`src/eewc_pkg.sv`:
```
// Purpose: shared constants and state encoding of the two-wire client front end
// Assumes: 200 MHz system clock
// Notes: every timing count is derived from the time in its own unit
package eewc_pkg;
  localparam int CLK_MHZ = 200;
  // control byte layout
  localparam logic [3:0] CTRL_CODE = 4'ha;
  localparam int CODE_MSB = 7;
  localparam int CODE_LSB = 4;
  localparam int CS_MSB = 3;
  localparam int CS_LSB = 1;
  localparam int RW_BIT = 0;
  // memory and page buffer
  localparam int MEM_AW = 8;
  localparam int DATA_W = 8;
  localparam int PAGE_BYTES = 16;
  localparam int PAGE_AW = 4;
  localparam logic [7:0] IDLE_BYTE = 8'hff;
  // spike suppression, a longest time, rounded down
  localparam int TSP_NS = 50;
  localparam int FILT_CYC = (TSP_NS * CLK_MHZ) / 1000;
  // internal write cycle, a longest time, rounded down
  localparam int WC_MS = 5;
  localparam int WC_CYC = WC_MS * CLK_MHZ * 1000;
  // reset levels of the synchronised lines
  localparam logic [1:0] BUS_IDLE = 2'h3;
  localparam logic [3:0] PINS_INIT = 4'h0;
  // read buffer depth
  localparam int RBUF_DEPTH = 2;

  typedef enum logic [3:0] {
    EEWC_IDLE  = 4'h0,
    EEWC_WAIT  = 4'h1,
    EEWC_CTRL  = 4'h2,
    EEWC_ADDR  = 4'h3,
    EEWC_WDATA = 4'h4,
    EEWC_ACK   = 4'h5,
    EEWC_RDATA = 4'h6,
    EEWC_RREL  = 4'h7,
    EEWC_RACK  = 4'h8,
    EEWC_RLOAD = 4'h9
  } eewc_state_e;
endpackage

```
`src/eewc_top.sv`:
```
// Purpose: two-wire client front end of a 256-byte serial memory
// Assumes: host owns the clock line and all start and stop conditions
// Notes: line samples pass synchroniser and spike filter before decoding
// Notes on behaviour
// - select only when all chip-select pins match
// - data line driven low or released only
// - data changes only while clock low
// - falling data with clock high starts
// - rising data with clock high stops
// - one bit per clock pulse, sampled high
// - keep last sixteen bytes, oldest overwritten
// - receiver acknowledges every byte
// - no acknowledge during programming cycle
// - acknowledge low through whole clock high
// - host nack ends read, line released
// - respond only to fixed control code
// - chip-select bits ordered high to low pin
// - last control bit: one read, zero write
// - acknowledge match then enter read or write
// - byte after control byte is address
// - protect input high blocks array writes
// - filter spikes on clock and data
// - write cycle ends within five milliseconds
// - address pointer wraps top to zero
`timescale 1ns/1ps
module eewc_top #(
  parameter int WC_CYC = eewc_pkg::WC_CYC,
  parameter int FILT_CYC = eewc_pkg::FILT_CYC
) (
  // clock and reset
  input wire logic sys_clk,
  input wire logic rst_n,
  // two-wire bus
  input wire logic scl_in,
  input wire logic sda_in,
  output logic sda_out,
  output logic sda_oe,
  // straps
  input wire logic chip_sel_pin_low,
  input wire logic chip_sel_pin_mid,
  input wire logic chip_sel_pin_high,
  input wire logic write_protect,
  // status
  output logic wr_busy,
  output logic selected
);
  localparam int WCW = $clog2(WC_CYC);
  localparam int AW = eewc_pkg::MEM_AW;
  localparam int PW = eewc_pkg::PAGE_AW;

  logic rst_s1_r;
  logic rst_q_r;
  logic [1:0] bus_f;
  logic [3:0] pins_f;
  logic scl_f;
  logic sda_f;
  logic scl_q_r;
  logic sda_q_r;
  logic scl_rise;
  logic scl_fall;
  logic start_det;
  logic stop_det;
  eewc_pkg::eewc_state_e state_r;
  eewc_pkg::eewc_state_e ret_r;
  logic [2:0] bit_cnt_r;
  logic [7:0] sh_r;
  logic [7:0] byte_in;
  logic ack_half_r;
  logic sda_oe_r;
  logic match;
  logic rx_done;
  logic tx_load;
  logic [7:0] tx_byte;
  logic [AW-1:0] addr_ptr_r;
  logic [7:0] pbuf_r [0:eewc_pkg::PAGE_BYTES-1];
  logic [eewc_pkg::PAGE_BYTES-1:0] pvalid_r;
  logic wr_pend_r;
  logic commit_r;
  logic [PW-1:0] cidx_r;
  logic wc_start;
  logic busy_r;
  logic [WCW-1:0] wc_cnt_r;
  logic mem_we;
  logic rd_mode;
  logic rd_issue;
  logic inflight_r;
  logic [AW-1:0] pf_ptr_r;
  logic [7:0] mem_rdata;
  logic [7:0] rb0_r;
  logic [7:0] rb1_r;
  logic [1:0] rb_cnt_r;
  logic rb_in_ready;
  logic rb_out_valid;
  logic rb_push;
  logic rb_pop;

  // reset release through two flops
  always_ff @(posedge sys_clk or negedge rst_n)
  begin
    if (!rst_n)
    begin
      rst_s1_r <= 1'b0;
      rst_q_r <= 1'b0;
    end
    else
    begin
      rst_s1_r <= 1'b1;
      rst_q_r <= rst_s1_r;
    end
  end

  // bus lines with spike filter, straps with plain synchronisers
  eewc_sync_filt #(.WIDTH(2), .FILT_CYC(FILT_CYC), .INIT(eewc_pkg::BUS_IDLE)) u_bus_sync (
    .clk(sys_clk),
    .rst_n(rst_q_r),
    .din({scl_in, sda_in}),
    .dout(bus_f)
  );

  eewc_sync_filt #(.WIDTH(4), .FILT_CYC(1), .INIT(eewc_pkg::PINS_INIT)) u_pin_sync (
    .clk(sys_clk),
    .rst_n(rst_q_r),
    .din({write_protect, chip_sel_pin_high, chip_sel_pin_mid, chip_sel_pin_low}),
    .dout(pins_f)
  );

  assign scl_f = bus_f[1];
  assign sda_f = bus_f[0];

  always_ff @(posedge sys_clk or negedge rst_q_r)
  begin
    if (!rst_q_r)
    begin
      scl_q_r <= 1'b1;
      sda_q_r <= 1'b1;
    end
    else
    begin
      scl_q_r <= scl_f;
      sda_q_r <= sda_f;
    end
  end

  // single-cycle events from the filtered copies
  assign scl_rise = scl_f & ~scl_q_r;
  assign scl_fall = ~scl_f & scl_q_r;
  assign start_det = scl_f & scl_q_r & sda_q_r & ~sda_f;
  assign stop_det = scl_f & scl_q_r & ~sda_q_r & sda_f;

  assign byte_in = {sh_r[6:0], sda_f};
  // code, chip select (high pin first) and idle write engine
  assign match = (byte_in[eewc_pkg::CODE_MSB:eewc_pkg::CODE_LSB] == eewc_pkg::CTRL_CODE)
    && (byte_in[eewc_pkg::CS_MSB:eewc_pkg::CS_LSB] == pins_f[2:0])
    && !busy_r;
  assign rx_done = scl_rise && (bit_cnt_r == 3'h7) && !start_det && !stop_det;
  assign tx_load = scl_fall && !start_det && !stop_det
    && (((state_r == eewc_pkg::EEWC_ACK) && ack_half_r && (ret_r == eewc_pkg::EEWC_RDATA))
    || (state_r == eewc_pkg::EEWC_RLOAD));
  // an empty buffer sends released bits rather than stale data
  assign tx_byte = rb_out_valid ? rb0_r : eewc_pkg::IDLE_BYTE;

  // bit level sequencing; all drive changes happen on clock falls
  always_ff @(posedge sys_clk or negedge rst_q_r)
  begin
    if (!rst_q_r)
    begin
      state_r <= eewc_pkg::EEWC_IDLE;
      ret_r <= eewc_pkg::EEWC_IDLE;
      bit_cnt_r <= 3'h0;
      sh_r <= 8'h00;
      ack_half_r <= 1'b0;
      sda_oe_r <= 1'b0;
    end
    else if (start_det)
    begin
      state_r <= eewc_pkg::EEWC_CTRL;
      ret_r <= eewc_pkg::EEWC_IDLE;
      bit_cnt_r <= 3'h0;
      ack_half_r <= 1'b0;
      sda_oe_r <= 1'b0;
    end
    else if (stop_det)
    begin
      state_r <= eewc_pkg::EEWC_IDLE;
      ret_r <= eewc_pkg::EEWC_IDLE;
      ack_half_r <= 1'b0;
      sda_oe_r <= 1'b0;
    end
    else
    begin
      case (state_r)
        eewc_pkg::EEWC_CTRL, eewc_pkg::EEWC_ADDR, eewc_pkg::EEWC_WDATA:
        begin
          if (scl_rise)
          begin
            sh_r <= byte_in;
            bit_cnt_r <= bit_cnt_r + 3'h1;
            if (bit_cnt_r == 3'h7)
            begin
              ack_half_r <= 1'b0;
              if (state_r != eewc_pkg::EEWC_CTRL)
              begin
                state_r <= eewc_pkg::EEWC_ACK;
                ret_r <= eewc_pkg::EEWC_WDATA;
              end
              else if (match)
              begin
                state_r <= eewc_pkg::EEWC_ACK;
                ret_r <= byte_in[eewc_pkg::RW_BIT] ? eewc_pkg::EEWC_RDATA
                  : eewc_pkg::EEWC_ADDR;
              end
              else
                state_r <= eewc_pkg::EEWC_WAIT;
            end
          end
        end
        eewc_pkg::EEWC_ACK:
        begin
          if (scl_fall)
          begin
            if (!ack_half_r)
            begin
              sda_oe_r <= 1'b1;
              ack_half_r <= 1'b1;
            end
            else
            begin
              ack_half_r <= 1'b0;
              bit_cnt_r <= 3'h0;
              state_r <= ret_r;
              if (ret_r == eewc_pkg::EEWC_RDATA)
              begin
                sh_r <= tx_byte;
                sda_oe_r <= ~tx_byte[7];
              end
              else
                sda_oe_r <= 1'b0;
            end
          end
        end
        eewc_pkg::EEWC_RDATA:
        begin
          if (scl_rise)
          begin
            bit_cnt_r <= bit_cnt_r + 3'h1;
            if (bit_cnt_r == 3'h7)
              state_r <= eewc_pkg::EEWC_RREL;
          end
          else if (scl_fall)
          begin
            sh_r <= {sh_r[6:0], 1'b1};
            sda_oe_r <= ~sh_r[6];
          end
        end
        eewc_pkg::EEWC_RREL:
        begin
          if (scl_fall)
          begin
            sda_oe_r <= 1'b0;
            state_r <= eewc_pkg::EEWC_RACK;
          end
        end
        eewc_pkg::EEWC_RACK:
        begin
          // host nack leaves the line released until stop
          if (scl_rise)
            state_r <= sda_f ? eewc_pkg::EEWC_WAIT : eewc_pkg::EEWC_RLOAD;
        end
        eewc_pkg::EEWC_RLOAD:
        begin
          if (scl_fall)
          begin
            sh_r <= tx_byte;
            sda_oe_r <= ~tx_byte[7];
            bit_cnt_r <= 3'h0;
            state_r <= eewc_pkg::EEWC_RDATA;
          end
        end
        eewc_pkg::EEWC_IDLE, eewc_pkg::EEWC_WAIT:
        begin
          sda_oe_r <= 1'b0;
        end
        default:
        begin
          state_r <= eewc_pkg::EEWC_IDLE;
          sda_oe_r <= 1'b0;
        end
      endcase
    end
  end

  // address pointer: loaded by the address byte, stepped per byte
  always_ff @(posedge sys_clk or negedge rst_q_r)
  begin
    if (!rst_q_r)
      addr_ptr_r <= '0;
    else if (rx_done && (state_r == eewc_pkg::EEWC_ADDR))
      addr_ptr_r <= byte_in;
    else if (rx_done && (state_r == eewc_pkg::EEWC_WDATA))
      addr_ptr_r[PW-1:0] <= addr_ptr_r[PW-1:0] + 1'b1;
    else if (tx_load)
      addr_ptr_r <= addr_ptr_r + 1'b1;
  end

  // page buffer indexed by the low pointer bits, so overflow overwrites oldest
  always_ff @(posedge sys_clk or negedge rst_q_r)
  begin
    if (!rst_q_r)
    begin
      pvalid_r <= '0;
      wr_pend_r <= 1'b0;
      commit_r <= 1'b0;
      cidx_r <= '0;
    end
    else if (commit_r)
    begin
      cidx_r <= cidx_r + 1'b1;
      if (cidx_r == PW'(eewc_pkg::PAGE_BYTES - 1))
      begin
        commit_r <= 1'b0;
        pvalid_r <= '0;
      end
    end
    else if (wc_start)
    begin
      commit_r <= 1'b1;
      cidx_r <= '0;
      wr_pend_r <= 1'b0;
    end
    else if (start_det)
    begin
      // a repeated start abandons a half-sent write
      pvalid_r <= '0;
      wr_pend_r <= 1'b0;
    end
    else if (rx_done && (state_r == eewc_pkg::EEWC_WDATA))
    begin
      pbuf_r[addr_ptr_r[PW-1:0]] <= byte_in;
      pvalid_r[addr_ptr_r[PW-1:0]] <= 1'b1;
      wr_pend_r <= 1'b1;
    end
  end

  // protected writes still run the full cycle, only the array stays untouched
  assign mem_we = commit_r && pvalid_r[cidx_r] && !pins_f[3];
  assign wc_start = stop_det && wr_pend_r;

  // programming cycle timer
  always_ff @(posedge sys_clk or negedge rst_q_r)
  begin
    if (!rst_q_r)
    begin
      busy_r <= 1'b0;
      wc_cnt_r <= '0;
    end
    else if (wc_start)
    begin
      busy_r <= 1'b1;
      wc_cnt_r <= WCW'(WC_CYC - 1);
    end
    else if (busy_r)
    begin
      if (wc_cnt_r == '0)
        busy_r <= 1'b0;
      else
        wc_cnt_r <= wc_cnt_r - 1'b1;
    end
  end

  // read prefetch into a two-entry buffer; full buffer stalls issue
  assign rd_mode = (ret_r == eewc_pkg::EEWC_RDATA) && (state_r != eewc_pkg::EEWC_IDLE)
    && (state_r != eewc_pkg::EEWC_WAIT) && (state_r != eewc_pkg::EEWC_CTRL);
  assign rb_in_ready = rb_cnt_r < 2'(eewc_pkg::RBUF_DEPTH);
  assign rb_out_valid = rb_cnt_r != 2'h0;
  assign rd_issue = rd_mode && !inflight_r && rb_in_ready && !(rb_cnt_r == 2'h1 && !rb_pop);
  assign rb_push = inflight_r && rb_in_ready && rd_mode;
  assign rb_pop = tx_load && rb_out_valid;

  always_ff @(posedge sys_clk or negedge rst_q_r)
  begin
    if (!rst_q_r)
    begin
      pf_ptr_r <= '0;
      inflight_r <= 1'b0;
    end
    else if (!rd_mode)
    begin
      pf_ptr_r <= addr_ptr_r;
      inflight_r <= 1'b0;
    end
    else
    begin
      inflight_r <= rd_issue;
      if (rd_issue)
        pf_ptr_r <= pf_ptr_r + 1'b1;
    end
  end

  always_ff @(posedge sys_clk or negedge rst_q_r)
  begin
    if (!rst_q_r)
    begin
      rb_cnt_r <= 2'h0;
      rb0_r <= 8'h00;
      rb1_r <= 8'h00;
    end
    else if (!rd_mode)
      rb_cnt_r <= 2'h0;
    else
    begin
      case ({rb_push, rb_pop})
        2'h2:
        begin
          if (rb_cnt_r == 2'h0)
            rb0_r <= mem_rdata;
          else
            rb1_r <= mem_rdata;
          rb_cnt_r <= rb_cnt_r + 2'h1;
        end
        2'h1:
        begin
          rb0_r <= rb1_r;
          rb_cnt_r <= rb_cnt_r - 2'h1;
        end
        2'h3:
        begin
          if (rb_cnt_r == 2'h1)
            rb0_r <= mem_rdata;
          else
          begin
            rb0_r <= rb1_r;
            rb1_r <= mem_rdata;
          end
        end
        default:
        begin
          rb_cnt_r <= rb_cnt_r;
        end
      endcase
    end
  end

  eewc_mem #(.AW(AW), .DW(eewc_pkg::DATA_W)) u_mem (
    .clk(sys_clk),
    .rst_n(rst_q_r),
    .we(mem_we),
    .waddr({addr_ptr_r[AW-1:PW], cidx_r}),
    .wdata(pbuf_r[cidx_r]),
    .re(rd_issue),
    .raddr(pf_ptr_r),
    .rdata(mem_rdata)
  );

  assign sda_out = 1'b0;
  assign sda_oe = sda_oe_r;
  assign wr_busy = busy_r;
  assign selected = (state_r != eewc_pkg::EEWC_IDLE) && (state_r != eewc_pkg::EEWC_WAIT)
    && (state_r != eewc_pkg::EEWC_CTRL);
endmodule

```
`src/eewc_sync_filt.sv`:
```
// Purpose: three-flop synchroniser with a stability filter per bit
// Assumes: inputs asynchronous to clk
// Notes: a change is taken once flops two and three agree for FILT_CYC cycles
`timescale 1ns/1ps
module eewc_sync_filt #(
  parameter int WIDTH = 1,
  parameter int FILT_CYC = 1,
  parameter logic [WIDTH-1:0] INIT = '0
) (
  // clock and reset
  input wire logic clk,
  input wire logic rst_n,
  // lines
  input wire logic [WIDTH-1:0] din,
  output logic [WIDTH-1:0] dout
);
  localparam int CW = (FILT_CYC > 1) ? $clog2(FILT_CYC) : 1;

  logic [WIDTH-1:0] s1_r;
  logic [WIDTH-1:0] s2_r;
  logic [WIDTH-1:0] s3_r;

  always_ff @(posedge clk or negedge rst_n)
  begin
    if (!rst_n)
    begin
      s1_r <= INIT;
      s2_r <= INIT;
      s3_r <= INIT;
    end
    else
    begin
      s1_r <= din;
      s2_r <= s1_r;
      s3_r <= s2_r;
    end
  end

  for (genvar i = 0; i < WIDTH; i++)
  begin : g_bit
    logic [CW-1:0] cnt_r;
    // short spikes restart the count and never reach the output
    always_ff @(posedge clk or negedge rst_n)
    begin
      if (!rst_n)
      begin
        cnt_r <= '0;
        dout[i] <= INIT[i];
      end
      else if ((s2_r[i] == s3_r[i]) && (s3_r[i] != dout[i]))
      begin
        if (cnt_r == CW'(FILT_CYC - 1))
        begin
          dout[i] <= s3_r[i];
          cnt_r <= '0;
        end
        else
          cnt_r <= cnt_r + 1'b1;
      end
      else
        cnt_r <= '0;
    end
  end
endmodule

```
`src/eewc_mem.sv`:
```
// Purpose: byte array with one write port and a registered read port
// Assumes: no read and write to the same address in one cycle
// Notes: array contents are not reset
`timescale 1ns/1ps
module eewc_mem #(
  parameter int AW = 8,
  parameter int DW = 8
) (
  // clock and reset
  input wire logic clk,
  input wire logic rst_n,
  // write port
  input wire logic we,
  input wire logic [AW-1:0] waddr,
  input wire logic [DW-1:0] wdata,
  // read port
  input wire logic re,
  input wire logic [AW-1:0] raddr,
  output logic [DW-1:0] rdata
);
  logic [DW-1:0] mem_r [0:(1<<AW)-1];

  always_ff @(posedge clk)
  begin
    if (we)
      mem_r[waddr] <= wdata;
  end

  always_ff @(posedge clk or negedge rst_n)
  begin
    if (!rst_n)
      rdata <= '0;
    else if (re)
      rdata <= mem_r[raddr];
  end
endmodule

```
`config.mk`:
```
export PLATFORM = sky130hd
export DESIGN_NAME = eewc_top
export DESIGN_NICKNAME = d
export VERILOG_FILES = /design/src/eewc_pkg.sv /design/src/eewc_top.sv /design/src/eewc_sync_filt.sv /design/src/eewc_mem.sv
export SDC_FILE = /design/constraint.sdc
export NUM_CORES = 2
export LEC_CHECK = 0
export BUFFER_PORTS_ARGS = -buffer_cell sky130_fd_sc_hd__buf_2
export CAP_MARGIN = 20
export CORE_AREA = 8 8 614 616
export DETAILED_ROUTE_END_ITERATION = 10
export DIE_AREA = 0 0 622 624
export PLACE_DENSITY = 0.37
export SKIP_LAST_GASP = 1
export SYNTH_ARGS = -nofsm -noshare
export SYNTH_HDL_FRONTEND = slang
export SYNTH_SLANG_ARGS = --single-unit
```
`constraint.sdc`:
```
create_clock -name sys_clk -period 4.1 [get_ports sys_clk]
set_input_delay 1.23 -clock sys_clk [delete_from_list [all_inputs] [get_ports sys_clk]]
set_output_delay 1.23 -clock sys_clk [all_outputs]
set_load 0.02 [all_outputs]
```
Word-level counts from Yosys, hierarchy flattened

Memory sizes are Yosys's and may differ from the RTL's. A register that Yosys moved wholly into a read port is not among the register bits.
Cells that the tools add are included.
W data, S select, Z words.

Bits in registers: 138
RAM bits: 2176
Input bits: 8
Output and inout bits: 4
Word-level logic and storage cells: 349
Memories: 2

$add $sub $neg: 14
$lt $le $gt $ge: 4
Equal/unequal tests: 68
Multiplexer cells: 113
Bitwise operators: 21
Reduce and logical (&&, ||, !) cells: 86

Memory list:

| name        | words | bits a word | read ports | clocked after Yosys merged registers in | wr ports | RTL line       | RTL |
|---|---|---|---|---|---|---|---|
| u_mem.mem_r | 256   | 8           | 1          | 1                                       | 1        | eewc_mem.sv:21 | `logic [DW-1:0] mem_r [0:(1<<AW)-1];` |
| pbuf_r      | 16    | 8           | 1          | 0                                       | 1        | eewc_top.sv:75 | `logic [7:0] pbuf_r [0:eewc_pkg::PAGE_BYTES-1];` |

Operators with widths:

| kind                    | number |
|---|---|
| $mux W4                 | 27 |
| $mux W16                | 5 |
| $mux W8                 | 9 |
| $mux W20                | 3 |
| $mux W7                 | 7 |
| $ne A4 B4 Y1 const B    | 11 |
| $mux W1                 | 42 |
| $logic_and A1 B1 Y1     | 35 |
| $pmux W4 S7             | 1 |
| $pmux W7 S4             | 1 |
| $mux W3                 | 9 |
| $ne A2 B2 Y1 const B    | 13 |
| $eq A4 B4 Y1 const B    | 6 |
| $pmux W8 S3             | 1 |
| $reduce_bool A3 Y1      | 7 |
| $eq A4 B3 Y1 const B    | 5 |
| $logic_not A20 Y1       | 1 |
| $reduce_and A10 Y1      | 2 |
| $reduce_bool A4 Y1      | 5 |
| $sub A20 B1 Y20 const B | 1 |
| $reduce_and A2 Y1       | 9 |
| $add A4 B1 Y4 const B   | 4 |
| $add A8 B1 Y8 const B   | 2 |
| $or A16 B16 Y16         | 1 |
| other kinds (41)        | 99 |

Depth between registers and ports, before layout

Word-level depth: 14
Mapped depth: 13
Mapped depth without buffers: 9

Cells and area by module

From an unflattened synthesis, not the netlist that was laid out.

Cell total of the unflattened synthesis: 4652
Area, all modules: 91589.1 um2

Modules (own cells, without submodules):

| module                      | instances | cells an instance | area an instance (um2) | seq. area each (um2) |
|---|---|---|---|---|
| eewc_mem                    | 1         | 3816              | 79961.7                | 61699.2 |
| eewc_top                    | 1         | 764               | 10523.8                | 6373.6 |
| eewc_sync_filt (u_bus_sync) | 1         | 52                | 658.1                  | 410.4 |
| eewc_sync_filt (u_pin_sync) | 1         | 20                | 445.4                  | 400.4 |

Worst setup path before layout

No wires, ideal clock.

Path type: register to register
Start point: register rst_q_r
End point: memory pbuf_r[0][0], enable pin
Setup time: 0.383 ns
Arrival: 4.616 ns
Required time: 3.717 ns
Slack: -0.899 ns
Stages on the path, launching flop included: 4
Path buffers: 0
Clock period less this slack: 4.999 ns
Cells stage by stage: dfrtp_1 and3_1 nand2_1 nor3_1

Cells in the longest elaborated chain, start to end: 2

Ends and longest elaborated chain:

| item                                      | RTL line        | RTL |
|---|---|---|
| start: declaration                        | eewc_top.sv:52  | `logic rst_q_r;` |
| start signal: assignment                  | eewc_top.sv:108 | `rst_q_r <= rst_s1_r;` |
| $logic_and A1 B1 Y1 (implied by the code) | eewc_top.sv:338 | `pbuf_r[addr_ptr_r[PW-1:0]] <= byte_in;` |
| $mux W1 (implied by the code)             | eewc_top.sv:338 |  |
| end: declaration                          | eewc_top.sv:75  |  |

Every way passes these cells.

Final worst setup path

Start point: register cidx_r[0]
End point: memory u_mem.mem_r[6][7], data pin

Cells in the longest elaborated chain, start to end: 1

Ends and longest elaborated chain:

| item                     | RTL line        | RTL |
|---|---|---|
| start: declaration       | eewc_top.sv:79  | `logic [PW-1:0] cidx_r;` |
| start signal: assignment | eewc_top.sv:317 | `cidx_r <= cidx_r + 1'b1;` |
| $mem_v2 Z16 W8           | --              |  |
| net u_mem.wdata[7]       | eewc_mem.sv:15  | `input wire logic [DW-1:0] wdata,` |
| end: declaration         | eewc_mem.sv:21  |  |

The timed path passes the listed nets, and every way through them passes these cells.

==> run metrics <==
number of global-route vias before repair=48497; # DRC=0; clock slew at reported path FFs=0.06 ns; Slew HR=0.200; crit-path leading delay family=multiplexers; gr usage total=0.146; Yosys cell types=83; Critical Path AT=4.53 ns; synthesized cell area=0.0914 mm2; main combinational cell family by area after synthesis=multiplexers; share of layout cells above drive strength 1=0.268; mux cell area share after synthesis=0.157; I/O Buffers=10; initial antenna violation count=19; leakage power=32.4 nW; Critical Path End Type=flip-flop; largest net degree at the start of global routing=136; CTS tree=yes; Hold Vio Cnt, Final=0; Peak Freq=0.254 GHz; drt total wl=292 mm; HP Class=in -> async; sequence of cells on the critical path=buf_4, mux4_2, mux4_4, buf_12, buf_4; Chip Width=622 um; Synth Area per Inst=19.9 um2; wire per inst=29.1 um; Simple-Gate Fraction of Synth Area=0.0372; flop2flop setup slack=0.17 ns; Buf+Inv Stages, Crit Path=3; worst slew pin tran=1.20 ns; Final TNS setup=0 ns; Num CTS Buffers=276; Core Area=0.367 mm2; post-synth top area cell=edfxtp_1; syn nets=4611; DIE HEIGHT=624 um; reg2reg path depth=5; Via density=4.62; crit-path max cell delay=0.71 ns; H-tree Lvls=5; post-route clock period utilization=0.959; detailed router's first-iteration violation count=4248; first-pass GRT wire length=406 mm; outcome=finished, final reports clean; Post-Synth XOR/XNOR Area=0.00355; WP depth=5; fin cells=10027; Initial Util=0.249; I/O pin count=12; CP Max Fanout=133; yosys synthesis warning count=0; CP most frequent cell=buf_4; ranking of synthesized cells by area=edfxtp_1 (72%), mux4_2 (13%), dfrtp_1 (3.6%); ys flop type=edfxtp_1; Max Cap Viol=0; DRT Pass-1 Iters=6; post-synthesis sequential area ratio=0.754; post-route minimum period=3.93 ns; grt total ovfl=0; Layout area overhead=19.0%; final design area excluding fillers=0.109 mm2; Seq cells post-synth=2317; Max Buffers Root-to-Sink=4; Final Slew Violations=0; Reg-to-Reg End=u_mem.mem_r[6][7]; RSZ-0062 raised after global routing=no; num rows=223; CP max-delay cell=dfrtp_2; Async SR Flop Fraction=0.0609; full die area=0.388 mm2; NumNets Final=5001; skew final=0.0542 ns; CTS hold repair buffers=0; Setup Viol. Count Final=0; DP HPWL=189 mm; Critical R2R Launch=cidx_r[0]; number of enable flip-flop cells after synthesis=2176; Routability Congestion=0.782; compound-cell area share of the yosys netlist=0.0285; worst setup path class=reg -> reg; startpoint types=flip-flop; post-synth top area share=0.715; post-route ant nets=0; Cells after Synth=4584; Root Buffer Master=clkbuf_16; Post-DP Area=0.0999 mm2; Max VDD drop=0.000292 V; required time of the critical path=4.70 ns; adder-cell share of the synthesized area=0.00304; placed insts=9529; # clock sinks=2317; power density cells=485 mW/mm2; Vias=46299; Clock Latency Late Sink=0.90 ns
-- timing repair --
| item | CTS | global route |
|---|---|---|
| endpoints found under the setup margin | 1 | 0 |
| buffers inserted | 0 | 0 |
| gates resized for setup | 2 | 0 |
-- cell type report --
| class | count | area (um2) |
|---|---|---|
| fill | 35956 | 258000 |
| antenna | 5 | 12.5 |
| tap | 4837 | 6050 |
| sequential | 2317 | 68900 |
| clock inverter | 145 | 1520 |
| inverter | 29 | 119 |
| timing repair buffer | 376 | 3820 |
| clock buffer | 344 | 7280 |
| multi-input combinational | 1974 | 21100 |
-- power by group --
| part | total [mW] | switching, mW | internal, mW | leakage (nW) |
|---|---|---|---|---|
| logic | 2.62 | 1.39 | 1.23 | 8.13 |
| clock network | 24.2 | 9.99 | 14.2 | 4.30 |
| registers | 25.9 | 0.226 | 25.7 | 20.0 |
| total | 52.8 | 11.6 | 41.2 | 32.4 |
-- sequential cells by signal (all words and copies together) (netlist names), 7 cells and up --
name and cells:
addr_ptr_r 8, pbuf_r 128, pf_ptr_r 8, pvalid_r 16, rb0_r 8, rb1_r 8, sh_r 7, u_bus_sync.g_bit.cnt_r 8
u_mem.mem_r 2048, u_mem.rdata 8, wc_cnt_r 20
-- cells in the mapped netlist (21+ instances only) --
cell      count
nand2_1     188
buf_2        71
nand3_1      33
edfxtp_1   2176
mux4_2      542
nor2b_1      26
mux2i_1     181
xnor2_1      21
a221oi_1     23
mux2_2       30
o21ai_0      54
o22ai_1      34
clkbuf_1     95
a21oi_1      80
buf_1        23
inv_1        26
a211oi_1     22
buf_4        58
dfrtp_1     131
a22oi_1      34
a31oi_1      24
nor2_1      396
nor3_1       30
-- per-stage QoR --
stage	power, mW	utilization	worst slack (ns)	hold WS [ns]
4_1_cts	53.6	0.296	0.0945	0.0309
3_3_place_gp	29.1	0.272	-0.880	0.148
2_1_floorplan	28.2	-	0.209	0.331
5_1_grt	54.6	0.296	0.0498	0.0797
6_report	52.8	0.296	0.170	0.118
3_5_place_dp	29.1	0.272	-0.378	0.148
-- metal layers --
metal  wire (um)  part of all wire  track usage  vias up
li1            -                 -            -    19566
met1      133000              0.45        0.202    25335
met2      140000              0.48        0.243     1060
met3       12200             0.042       0.0220      336
met4        6680             0.023       0.0350        2
met5         245           0.00084            0        -
-- kinds of logic (layout without fill, tap and decap cells) --
logic type	after synthesis	count (layout)
fa+ha+maj	23	23
flops	2317	2317
other cells	2	7
compound gates	378	378
simple gates	781	781
mux	753	753
xor+xnor	37	37
buf+inv	293	894
-- how the worst max path moves through the flow --
stage,slack [ns],startpoint,endpoint
6_report,0.17,cidx_r[0],u_mem.mem_r[6][7]
5_1_grt,0.05,pf_ptr_r[0],u_mem.rdata[4]
4_1_cts,0.09,pf_ptr_r[0],u_mem.rdata[4]
2_1_floorplan,0.21,cidx_r[0],u_mem.mem_r[0][1]
3_3_place_gp,-0.88,pf_ptr_r[0],u_mem.rdata[4]
3_5_place_dp,-0.38,pf_ptr_r[0],u_mem.rdata[4]
-- cells in the final DEF (no fill, tap or decap), drive strengths merged, types with 9 or more instances in the layout --
master / n
nand2: 188
xor2: 16
xnor2: 21
a22oi: 34
ha: 19
nor2b: 26
dfrtp: 131
clkinv: 104
o221ai: 18
nand4: 12
and2: 13
bufinv: 25
mux2: 30
or2: 16
buf: 376
a221oi: 23
o21ai: 55
and3: 13
mux2i: 181
a21oi: 80
edfxtp: 2176
nand2b: 12
dfstp: 10
nand3: 33
mux4: 542
a31oi: 24
clkbuf: 344
nor3: 30
o22ai: 34
nor2: 397
inv: 42
nor4: 9
a211oi: 23
Note: power is estimated with default switching activity, not from simulation.
